`src/rtl/ovw_pkg.sv`:
```
// package: constants for the input over-voltage warning response sequencer
// assumes: imported by the sequencer top and the self-checking bench
package ovw_pkg;
  // ==========================================================
  // command codes
  localparam logic [7:0] cmd_user_scratch_string = 8'hb0;
  localparam logic [7:0] cmd_input_overvoltage_warning_action = 8'hc4;
  // ==========================================================
  // field positions of the action byte
  localparam int act_hi = 7;
  localparam int act_lo = 6;
  localparam int retry_hi = 5;
  localparam int retry_lo = 3;
  localparam int delay_hi = 2;
  localparam int delay_lo = 0;
  // action codes
  localparam logic [1:0] act_ignore = 2'h0;
  localparam logic [1:0] act_keep_running = 2'h1;
  localparam logic [1:0] act_disable_retry = 2'h2;
  localparam logic [1:0] act_latch_off = 2'h3;
  // retry codes
  localparam logic [2:0] retry_none = 3'h0;
  localparam logic [2:0] retry_forever = 3'h7;
  // reset values
  localparam logic [7:0] action_reset = 8'h00;
  localparam logic [127:0] scratch_reset = 128'h0;
  // ==========================================================
  // timing
  localparam int clk_hz = 100_000_000;
  localparam int base_unit_ms = 1;
  localparam int base_unit_cycles = clk_hz / 1000 * base_unit_ms;
  localparam int unit_scale_10 = 10;
  localparam int unit_scale_100 = 100;
  localparam int unit_scale_1000 = 1000;
endpackage : ovw_pkg

```
`src/rtl/ms_tick.sv`:
```
// file: divider giving a one-cycle enable pulse every period cycles
// assumes: single clock domain, async active-low reset
`timescale 1ns/1ps
module ms_tick #(
  parameter int period = 100000
) (
  // clock and reset
  input wire logic mclk,
  input wire logic rstn,
  // enable pulse out
  output logic tick
);
  logic [31:0] cnt;
  logic [31:0] next_cnt;
  logic next_tick;

  // count down and pulse on wrap
  always_comb begin
    next_tick = 1'b0;
    next_cnt = cnt - 32'h1;
    if (cnt == 32'h0) begin
      next_cnt = 32'(period - 1);
      next_tick = 1'b1;
    end
  end

  // register
  always_ff @(posedge mclk or negedge rstn) begin
    if (!rstn) begin
      cnt <= 32'h0;
      tick <= 1'b0;
    end else begin
      cnt <= next_cnt;
      tick <= next_tick;
    end
  end
endmodule : ms_tick

```
`src/rtl/vin_ov_warn_fault_response.sv`:
```
// file: input over-voltage warning response sequencer with user scratch string
// assumes: command decoder upstream gives write strobes with command code and data,
// and converter state inputs come from the same clock domain except the warning pin
`timescale 1ns/1ps
module vin_ov_warn_fault_response
  import ovw_pkg::*;
#(
  parameter int unit_cycles = base_unit_cycles
) (
  // clock and reset
  input wire logic mclk,
  input wire logic rstn,
  // register access from the command decoder
  input wire logic wr_en,
  input wire logic [7:0] wr_cmd,
  input wire logic [127:0] wr_data,
  // warning pin, clearing events, forced-stop fault input and input unit select
  input wire logic ov_warn_pin,
  input wire logic clear_status,
  input wire logic clear_faults,
  input wire logic output_commanded_on,
  input wire logic other_fault_shutdown,
  input wire logic [1:0] vin_unit_sel,
  // register read-back and status
  output logic [7:0] input_overvoltage_warning_action,
  output logic [127:0] user_scratch_string,
  output logic output_enable,
  output logic fault_latched,
  output logic [2:0] attempts_made
);
  // ==========================================================
  // sequencer states
  typedef enum logic [4:0] {
    st_run = 5'b00001,
    st_delay = 5'b00010,
    st_off_wait = 5'b00100,
    st_restart = 5'b01000,
    st_latched = 5'b10000
  } state_t;

  state_t state;
  state_t next_state;
  logic warn_s1;
  logic warn;
  logic cmd_on_d;
  logic ms_en;
  logic [7:0] next_action;
  logic [127:0] next_scratch;
  logic [17:0] timer;
  logic [17:0] next_timer;
  logic [9:0] sub;
  logic [9:0] next_sub;
  logic [2:0] next_attempts;
  logic next_output_enable;
  logic next_fault_latched;
  logic clear_evt;
  logic [1:0] act;
  logic [2:0] retry;
  logic [17:0] delay_units;
  logic [9:0] unit_ms;

  // ==========================================================
  // one millisecond base tick
  ms_tick #(.period(unit_cycles)) u_tick (
    .mclk(mclk),
    .rstn(rstn),
    .tick(ms_en)
  );

  // two-flop synchroniser for the warning pin, plus a one-cycle delayed copy of the on command
  always_ff @(posedge mclk or negedge rstn) begin
    if (!rstn) begin
      warn_s1 <= 1'b0;
      warn <= 1'b0;
      cmd_on_d <= 1'b1; // idle level of the command, so no false edge after reset
    end else begin
      warn_s1 <= ov_warn_pin;
      warn <= warn_s1;
      cmd_on_d <= output_commanded_on;
    end
  end

  // ==========================================================
  // register file
  always_comb begin
    next_action = input_overvoltage_warning_action;
    next_scratch = user_scratch_string;
    if (wr_en && wr_cmd == cmd_input_overvoltage_warning_action) begin
      next_action = wr_data[7:0];
    end
    if (wr_en && wr_cmd == cmd_user_scratch_string) begin
      next_scratch = wr_data;
    end
  end

  always_ff @(posedge mclk or negedge rstn) begin
    if (!rstn) begin
      input_overvoltage_warning_action <= action_reset;
      user_scratch_string <= scratch_reset;
    end else begin
      input_overvoltage_warning_action <= next_action;
      user_scratch_string <= next_scratch;
    end
  end

  // field decode and delay length
  assign act = input_overvoltage_warning_action[act_hi:act_lo];
  assign retry = input_overvoltage_warning_action[retry_hi:retry_lo];
  assign delay_units = 18'(1) << input_overvoltage_warning_action[delay_hi:delay_lo];

  // unit selection in milliseconds
  always_comb begin
    unit_ms = 10'(base_unit_ms);
    unique case (vin_unit_sel)
      2'h0: unit_ms = 10'(base_unit_ms);
      2'h1: unit_ms = 10'(unit_scale_10);
      2'h2: unit_ms = 10'(unit_scale_100);
      2'h3: unit_ms = 10'(unit_scale_1000);
    endcase
  end

  // off-then-on command, clear events
  assign clear_evt = clear_status || clear_faults || (output_commanded_on && !cmd_on_d);

  // ==========================================================
  // sequencer next state
  always_comb begin
    next_state = state;
    next_timer = timer;
    next_sub = sub;
    next_attempts = attempts_made;
    next_output_enable = output_enable;
    next_fault_latched = fault_latched;
    // timebase: sub counts ms within a unit, timer counts units
    if (ms_en && timer != 18'h0) begin
      if (sub + 10'h1 >= unit_ms) begin
        next_sub = 10'h0;
        next_timer = timer - 18'h1;
      end else begin
        next_sub = sub + 10'h1;
      end
    end
    unique case (state)
      st_run: begin
        next_output_enable = output_commanded_on;
        if (warn && output_commanded_on) begin
          unique case (act)
            act_ignore: next_state = st_run;
            act_keep_running: begin
              next_state = st_delay;
              next_timer = delay_units;
              next_sub = 10'h0;
            end
            act_disable_retry: begin
              next_output_enable = 1'b0;
              next_fault_latched = 1'b1;
              next_state = (retry == retry_none) ? st_latched : st_off_wait;
              next_timer = delay_units;
              next_sub = 10'h0;
            end
            act_latch_off: begin
              next_output_enable = 1'b0;
              next_fault_latched = 1'b1;
              next_state = st_latched;
            end
          endcase
        end
      end
      st_delay: begin
        if (!warn) begin
          next_state = st_run;
          next_timer = 18'h0;
        end else if (timer == 18'h0) begin
          next_output_enable = 1'b0;
          next_fault_latched = 1'b1;
          next_state = (retry == retry_none) ? st_latched : st_off_wait;
          next_timer = delay_units;
          next_sub = 10'h0;
        end
      end
      st_off_wait: begin
        next_output_enable = 1'b0;
        if (timer == 18'h0) begin
          next_state = st_restart;
          next_output_enable = 1'b1;
          next_attempts = (attempts_made == 3'h7) ? attempts_made : attempts_made + 3'h1;
          next_timer = delay_units;
          next_sub = 10'h0;
        end
      end
      st_restart: begin
        if (!warn) begin
          next_state = st_run;
          next_attempts = 3'h0;
          next_fault_latched = 1'b0;
          next_timer = 18'h0;
        end else if (timer == 18'h0) begin
          next_output_enable = 1'b0;
          if (retry != retry_forever && attempts_made >= retry) begin
            next_state = st_latched;
          end else begin
            next_state = st_restart;
            next_output_enable = 1'b1;
            next_attempts = (attempts_made == 3'h7) ? attempts_made : attempts_made + 3'h1;
            next_timer = delay_units;
            next_sub = 10'h0;
          end
        end
      end
      st_latched: begin
        next_output_enable = 1'b0;
      end
    endcase
    // clearing and forced stop win over the sequence
    if (clear_evt) begin
      next_state = st_run;
      next_attempts = 3'h0;
      next_timer = 18'h0;
      next_sub = 10'h0;
      next_fault_latched = 1'b0;
      next_output_enable = output_commanded_on;
    end else if (!output_commanded_on || other_fault_shutdown) begin
      next_output_enable = 1'b0;
      if (state != st_latched && state != st_run) begin
        next_state = st_latched;
      end
    end
  end

  // sequencer registers; bias loss is the async reset
  always_ff @(posedge mclk or negedge rstn) begin
    if (!rstn) begin
      state <= st_run;
      timer <= 18'h0;
      sub <= 10'h0;
      attempts_made <= 3'h0;
      output_enable <= 1'b0;
      fault_latched <= 1'b0;
    end else begin
      state <= next_state;
      timer <= next_timer;
      sub <= next_sub;
      attempts_made <= next_attempts;
      output_enable <= next_output_enable;
      fault_latched <= next_fault_latched;
    end
  end

  // ==========================================================
  // checks
  property p_ignore_runs;
    @(posedge mclk) disable iff (!rstn)
      (state == st_run && act == act_ignore && output_commanded_on && cmd_on_d
       && !clear_evt && !other_fault_shutdown) |=> output_enable;
  endproperty
  a_ignore_runs: assert property (p_ignore_runs) else $error("ignore dropped output");

  property p_disable_now;
    @(posedge mclk) disable iff (!rstn)
      (state == st_run && warn && output_commanded_on && act[1] && !clear_evt)
      |=> !output_enable && fault_latched;
  endproperty
  a_disable_now: assert property (p_disable_now) else $error("disable was late");

  property p_latched_off;
    @(posedge mclk) disable iff (!rstn)
      (state == st_latched && !clear_evt) |=> !output_enable;
  endproperty
  a_latched_off: assert property (p_latched_off) else $error("latched with output on");

  property p_clear;
    @(posedge mclk) disable iff (!rstn)
      clear_evt |=> state == st_run && attempts_made == 3'h0 && !fault_latched;
  endproperty
  a_clear: assert property (p_clear) else $error("clear did not reset");

  property p_no_retry;
    @(posedge mclk) disable iff (!rstn)
      (retry == retry_none && state == st_latched) |-> attempts_made == 3'h0
        || $past(retry) != retry_none;
  endproperty
  a_no_retry: assert property (p_no_retry) else $error("retried with zero count");

  property p_attempt_cap;
    @(posedge mclk) disable iff (!rstn)
      (retry != retry_forever && $stable(retry) && state == st_restart) |-> attempts_made <= retry;
  endproperty
  a_attempt_cap: assert property (p_attempt_cap) else $error("too many attempts");

  property p_timer_load;
    @(posedge mclk) disable iff (!rstn)
      (state == st_off_wait && timer == 18'h0 && !clear_evt && output_commanded_on
       && !other_fault_shutdown) |=> state == st_restart && timer == $past(delay_units);
  endproperty
  a_timer_load: assert property (p_timer_load) else $error("restart timer wrong");

  property p_scratch;
    @(posedge mclk) disable iff (!rstn)
      (wr_en && wr_cmd == cmd_user_scratch_string) |=> user_scratch_string == $past(wr_data);
  endproperty
  a_scratch: assert property (p_scratch) else $error("scratch readback wrong");

  property p_forced_off;
    @(posedge mclk) disable iff (!rstn)
      (other_fault_shutdown && !clear_evt) |=> !output_enable;
  endproperty
  a_forced_off: assert property (p_forced_off) else $error("shutdown ignored");

  c_delay: cover property (@(posedge mclk) disable iff (!rstn) state == st_delay ##1 state == st_off_wait);
  c_restart: cover property (@(posedge mclk) disable iff (!rstn) state == st_restart ##1 state == st_run);
  c_latched: cover property (@(posedge mclk) disable iff (!rstn) state == st_restart ##1 state == st_latched);
endmodule : vin_ov_warn_fault_response

```
`config.mk`:
```
export PLATFORM = sky130hd
export DESIGN_NAME = vin_ov_warn_fault_response
export DESIGN_NICKNAME = d
export VERILOG_FILES = /design/src/rtl/ovw_pkg.sv /design/src/rtl/ms_tick.sv /design/src/rtl/vin_ov_warn_fault_response.sv
export SDC_FILE = /design/constraint.sdc
export NUM_CORES = 1
export LEC_CHECK = 0
export ABC_AREA = 1
export BUFFER_PORTS_ARGS = -buffer_cell sky130_fd_sc_hd__buf_4
export CELL_PAD_IN_SITES_DETAIL_PLACEMENT = 1
export CELL_PAD_IN_SITES_GLOBAL_PLACEMENT = 1
export CORE_UTILIZATION = 43
export DETAILED_ROUTE_END_ITERATION = 10
export GPL_TIMING_DRIVEN = 0
export PLACE_DENSITY_LB_ADDON = 0.2
export REMOVE_ABC_BUFFERS = 1
export SYNTH_ARGS = -nofsm -noshare
export SYNTH_HDL_FRONTEND = slang
export SYNTH_SLANG_ARGS = --single-unit
```
`constraint.sdc`:
```
create_clock -name mclk -period 4.53 [get_ports mclk]
set_clock_uncertainty 0.05 [all_clocks]
set_input_delay 0.2265 -clock mclk [delete_from_list [all_inputs] [get_ports mclk]]
set_output_delay 0.2265 -clock mclk [all_outputs]
set_load 0.01 [all_outputs]
```
# After elaboration in Yosys (flattened, before gate mapping)

Index checks and enable logic that the tools add are counted.

Add/sub/neg operators: 4
Magnitude comparators: 2
Eq/ne operators: 29
Shift-type cells: 1
Mux-type cells: 63
Reduce and logical (&&, ||, !) cells: 25

Operator list:

| cell                  | count |
|---|---|
| $mux 18               | 10 |
| $mux 10               | 10 |
| $pmux 10 s4           | 2 |
| $pmux 18 s4           | 1 |
| $mux 5                | 11 |
| $pmux 5 s4            | 2 |
| $logic_not 32->1      | 1 |
| $mux 32               | 1 |
| $sub 32x1->32 const B | 1 |
| $ne 4x4->1 const B    | 6 |
| $ne 3x3->1 const B    | 7 |
| $logic_not 18->1      | 1 |
| $mux 3                | 6 |
| $reduce_bool 18->1    | 1 |
| $shl 1x3->18 const A  | 1 |
| $sub 18x1->18 const B | 1 |
| $mux 1                | 17 |
| $eq 8x8->1 const B    | 2 |
| $add 10x1->10 const B | 1 |
| $ge 10x10->1          | 1 |
| $eq 2x2->1 const B    | 4 |
| $reduce_and 4->1      | 2 |
| $logic_and 1x1->1     | 7 |
| $pmux 3 s2            | 1 |
| other kinds (21)      | 27 |

Register bits: 210
Output and inout bits: 141
Logic and storage cells: 137

# Longest topological paths before layout

Word-level depth: 10
Depth in mapped cells: 22

# By module

A second synthesis with hierarchy kept.

Cell total of the unflattened synthesis: 1,040
Area total of the unflattened synthesis: 10,313.6 um^2

Modules (own cells, without submodules):

| module                     | instances | cells each | area an instance (um^2) | seq. area each (um^2) |
|---|---|---|---|---|
| vin_ov_warn_fault_response | 1         | 766        | 8,264.2                 | 4,431.8 |
| ms_tick                    | 1         | 274        | 2,049.5                 | 825.8 |

# Least setup slack after synthesis

Ideal clock, no wire load.

Path type: register -> register
Start: register sub[0]
End: register timer[14]
Library setup time: 0.121 ns
Arrival time: 2.413 ns
Required time: 4.359 ns
Path slack: 1.946 ns
Cell stages (with the launch flop): 21
Clock period less this slack: 2.584 ns
Cell sequence: dfrtp_1 -> ha_1 -> nand4_1 -> inv_1 -> nand4_1 -> xor2_1 -> inv_1 -> ha_1 -> nand2_1 -> inv_1 -> nand3_1 -> nor2_1 -> nand3_1 -> nand2_1 -> inv_1 -> nand2_8 -> nand2_8 -> nor2_4 -> nand3_1 -> o21ai_1 -> a21oi_1

Cells in the longest elaborated chain, start to end: 9

Ends and longest elaborated chain:

| element                  | RTL line                          | source |
|---|---|---|
| start, declared          | vin_ov_warn_fault_response.sv:51  | `logic [9:0] sub;` |
| start signal, assigned   | vin_ov_warn_fault_response.sv:242 | `sub <= next_sub;` |
| $add 10x1->10 *          | vin_ov_warn_fault_response.sv:136 | `if (sub + 10'h1 >= unit_ms) begin` |
| $ge 10x10->1 *           | vin_ov_warn_fault_response.sv:136 |  |
| $mux 18 *                | vin_ov_warn_fault_response.sv:136 |  |
| $mux 18 *                | vin_ov_warn_fault_response.sv:135 | `if (ms_en && timer != 18'h0) begin` |
| $mux 18                  | vin_ov_warn_fault_response.sv:199 | `if (retry != retry_forever && attempts_made >= retry) begin` |
| $mux 18                  | vin_ov_warn_fault_response.sv:197 | `end else if (timer == 18'h0) begin` |
| $mux 18                  | vin_ov_warn_fault_response.sv:192 | `if (!warn) begin` |
| $pmux 18 s4 *            | vin_ov_warn_fault_response.sv:143 | `unique case (state)` |
| $mux 18 *                | vin_ov_warn_fault_response.sv:215 | `if (clear_evt) begin` |
| named net next_timer[14] | vin_ov_warn_fault_response.sv:50  | `logic [17:0] next_timer;` |
| end signal, assigned     | vin_ov_warn_fault_response.sv:241 | `timer <= next_timer;` |
| end, declared            | vin_ov_warn_fault_response.sv:49  | `logic [17:0] timer;` |

Mark *: on every way through the listed nets, which the timed path passes. The rest lies on a longest branch.
A chain may end at the register's enable or synchronous reset.

# Worst setup path after layout

Same ends and word-level chain as after synthesis.

==> impl_metrics.py <==
metrics = {
    "outcome": {
        "outcome": "completed",
    },
    "finish": {
        "fill_cells": 2430,
        "design_area_mm2": 0.0148,
        "drive_above_1_share_pct": 35.2,
        "layout.nets": 1574,
        "regArea_mm2": 0.00526,
        "postLayoutCoreUtil_pct": 64.9,
        "finalNonFillerCells": 1742,
        "multi_input_area_mm2": 0.00424,
        "final_common_cell": "buf_4",
        "final_cell_mix": "285 x buf_4, 208 x dfrtp_1, 134 x dlygate4sd3_1, 115 x mux2_2, 113 x nor2_1",
        "area_growth_pct": 47.6,
    },
    "setup_path": {
        "worstSetupStartpoint": "sub[0]",
        "crit_fanout": 9,
        "cp.arrival_ns": 3.53,
        "cp-end-kind": "register",
        "cp.required_ns": 4.89,
        "startpoint_type": "register",
        "worstSetupPathType": "register to register",
        "r2r_start": "sub[0]",
    },
    "power": {
        "power_density_mw_per_mm2": 312,
        "ir_worst_vdd_mv": 0.265,
        "leakagePower_nw": 7.71,
    },
    "sta": {
        "tns_ns": 0,
        "fmax_ghz": 0.316,
        "min_period_ns": 3.16,
        "relSlewSlack_pct": 34.5,
        "fin_crit_sh_pct": 69.8,
        "finalHoldViolations": 0,
        "rsz0062_at_grt": "no",
        "tightestPinTransition_ns": 0.980,
        "slew_violations": 0,
        "finalSetupViolCount": 0,
    },
    "grt": {
        "grt_pass1_vias": 11000,
        "grt_use_total_pct": 36.5,
        "grt_start_max_net_pins": 85,
        "grt_pass1_wl_mm": 64.8,
        "antenna_found_initial": 2,
        "grt_overflow": 0,
    },
    "floorplanning": {
        "die_w_um": 155,
        "die_h_um": 155,
        "rows": 55,
        "dieArea_mm2": 0.0239,
        "initial_core_util_pct": 44.0,
        "boundaryPins": 287,
        "core_mm2": 0.0228,
    },
    "clock_network": {
        "clkTransAtPathRegs_ns": 0.07,
        "cts_sinks": 210,
        "root_buffer": "clkbuf_16",
        "cts_max_level": 1,
        "cts_setup_buffers": 0,
        "clkLatencyLatePin_ns": 0.54,
        "clockBufferDepth": 3,
        "cts_resized": 0,
        "cts_tree": "done",
        "cts_made_buffers": 24,
    },
    "route": {
        "wirelength_mm": 43.1,
        "firstDrtPassIters": 5,
        "ant_nets": 0,
        "avgViaCountPerCell": 5.37,
        "vias": 9350,
        "drtIter0Drc": 464,
        "drc_errors": 0,
        "avgRoutedWirePerCell_um": 24.7,
    },
    "placement": {
        "globalplace.congestion": 0.846,
        "dpl.cell_count": 1560,
        "hpwl_mm": 23.0,
        "numPortBuffers": 286,
        "placed_cell_area_mm2": 0.0126,
    },
    "synthesis": {
        "synth_warnings": 0,
        "synth-seq-cells": 210,
        "synth-seq-area-share_pct": 52.5,
        "ys_types": 53,
        "syn_inst": 969,
        "syn_area_mm2": 0.0100,
        "syn_avg_cell_area_um2": 10.3,
    },
    "min_path": {
        "worstHoldStart": "clear_faults",
        "hp-class": "input pin to register",
    },
    "job": {
        "maxCapViolCount": 0,
    },
}
[path summary, 6_finish.rpt]
path / to / slack (ns) / cells past startpoint
max: timer[14] / 1.37 / 20
min: attempts_made[0] / 0.04 / 4
max reg2reg: timer[14] / 1.37 / 20
min reg2reg: warn / 0.35 / 0
max in group asynchronous: timer[2] / 3.49 / 3
min in group asynchronous: u_tick.cnt[21] / 0.14 / 2
[registers in the layout, indices dropped and copies added (netlist names)]
name,cells
user_scratch_string,128
u_tick.cnt,32
timer,18
sub,10
input_overvoltage_warning_action,8
state,5
attempts_made,3
cmd_on_d,1
fault_latched,1
output_enable,1
u_tick.tick,1
warn,1
warn_s1,1
[per-layer routing]
metal  part of all wire [%]  wire, um  global-route usage (%)  vias to the layer above
met4                    7.9      3420                    27.4                        0
met1                     32     14000                    34.4                     4677
met2                     55     23600                    69.5                      376
met3                    4.9      2100                    7.03                      188
li1                       -         -                       -                     4109
met5                      0         0                       0                        -
[power by group]
part           leakage (nW)  switching (W)  internal (W)
Clock                 0.394       0.000915       0.00118
Combinational          4.47       0.000248      0.000290
Sequential             2.84      0.0000551       0.00194
[logic make-up after synthesis]
family	share of synthesized area (%)
buf+inv	5.23
compound gates	5.61
flops	52.5
mux	13.6
xor+xnor	2.80
simple gates	17.7
fa+ha+maj	2.62
[area by class of cell]
| type | instances | area share (%) |
|---|---|---|
| diodes | 4 | 0.0677 |
| repair buffers | 430 | 24.8 |
| well taps | 313 | 2.65 |
| clock inverters | 12 | 0.778 |
| inverters | 112 | 2.89 |
| flip-flops and latches | 210 | 35.5 |
| multi-input cells | 629 | 28.6 |
| clock buffers | 32 | 4.61 |
[through the flow]
stage | setup slack, ns | hold WS (ns) | power, W
2_1_floorplan | -1.31 | -0.119 | 0.00213
3_3_place_gp | -3.96 | 0.284 | 0.00239
3_5_place_dp | 1.48 | 0.111 | 0.00241
4_1_cts | 1.45 | 0.0186 | 0.00449
5_1_grt | 1.11 | 0.0652 | 0.00472
6_report | 1.37 | 0.0439 | 0.00462
[synthesized netlist by cell type (all sizes together)]
cell     instances  area (um^2)
a211oi           2         25.0
a21oi           22          110
a221oi           1         8.76
a22oi            8         60.1
a31oi            4         25.0
a32oi            1         8.76
buf             16         88.8
clkbuf           2         7.51
dfrtp          208         5200
dfstp            2         52.6
ha              21          263
inv            112          428
mux2           120         1350
mux2i            1         10.0
nand2          118          509
nand3           47          258
nand3b           5         37.5
nand4           21          153
nor2           128          558
nor3            21          130
nor3b            4         30.0
nor4             6         52.6
o2111ai          1         8.76
o211ai           3         22.5
o21a             1         7.51
o21ai           52          260
o221ai           1         8.76
o31ai            1         7.51
o32ai            1         8.76
or2              6         37.5
or3              1         6.26
xnor2            8         70.1
xor2            24          210
[what timing repair did]
action | 4_1_cts | 5_1_grt
endpoints found under the setup margin | 0 | 0
hold endpoints to repair | 190 | 0
hold buffers | 134 | 0
[critical path, stage by stage, from the launching register on]
cell and delay, ns:
dfrtp_1 0.48, ha_1 0.26, nand4_1 0.18, inv_1 0.11
nand4_1 0.09, xor2_1 0.15, inv_1 0.08, ha_1 0.27
nand2_1 0.06, inv_1 0.05, nand3_1 0.09, nor2_1 0.10
nand3_1 0.07, nand2_1 0.06, inv_1 0.08, nand2_8 0.13
nand2_8 0.10, nor2_4 0.19, nand3_1 0.15, o21ai_1 0.19
a21oi_1 0.09
Power figures use the tool's default switching activity.
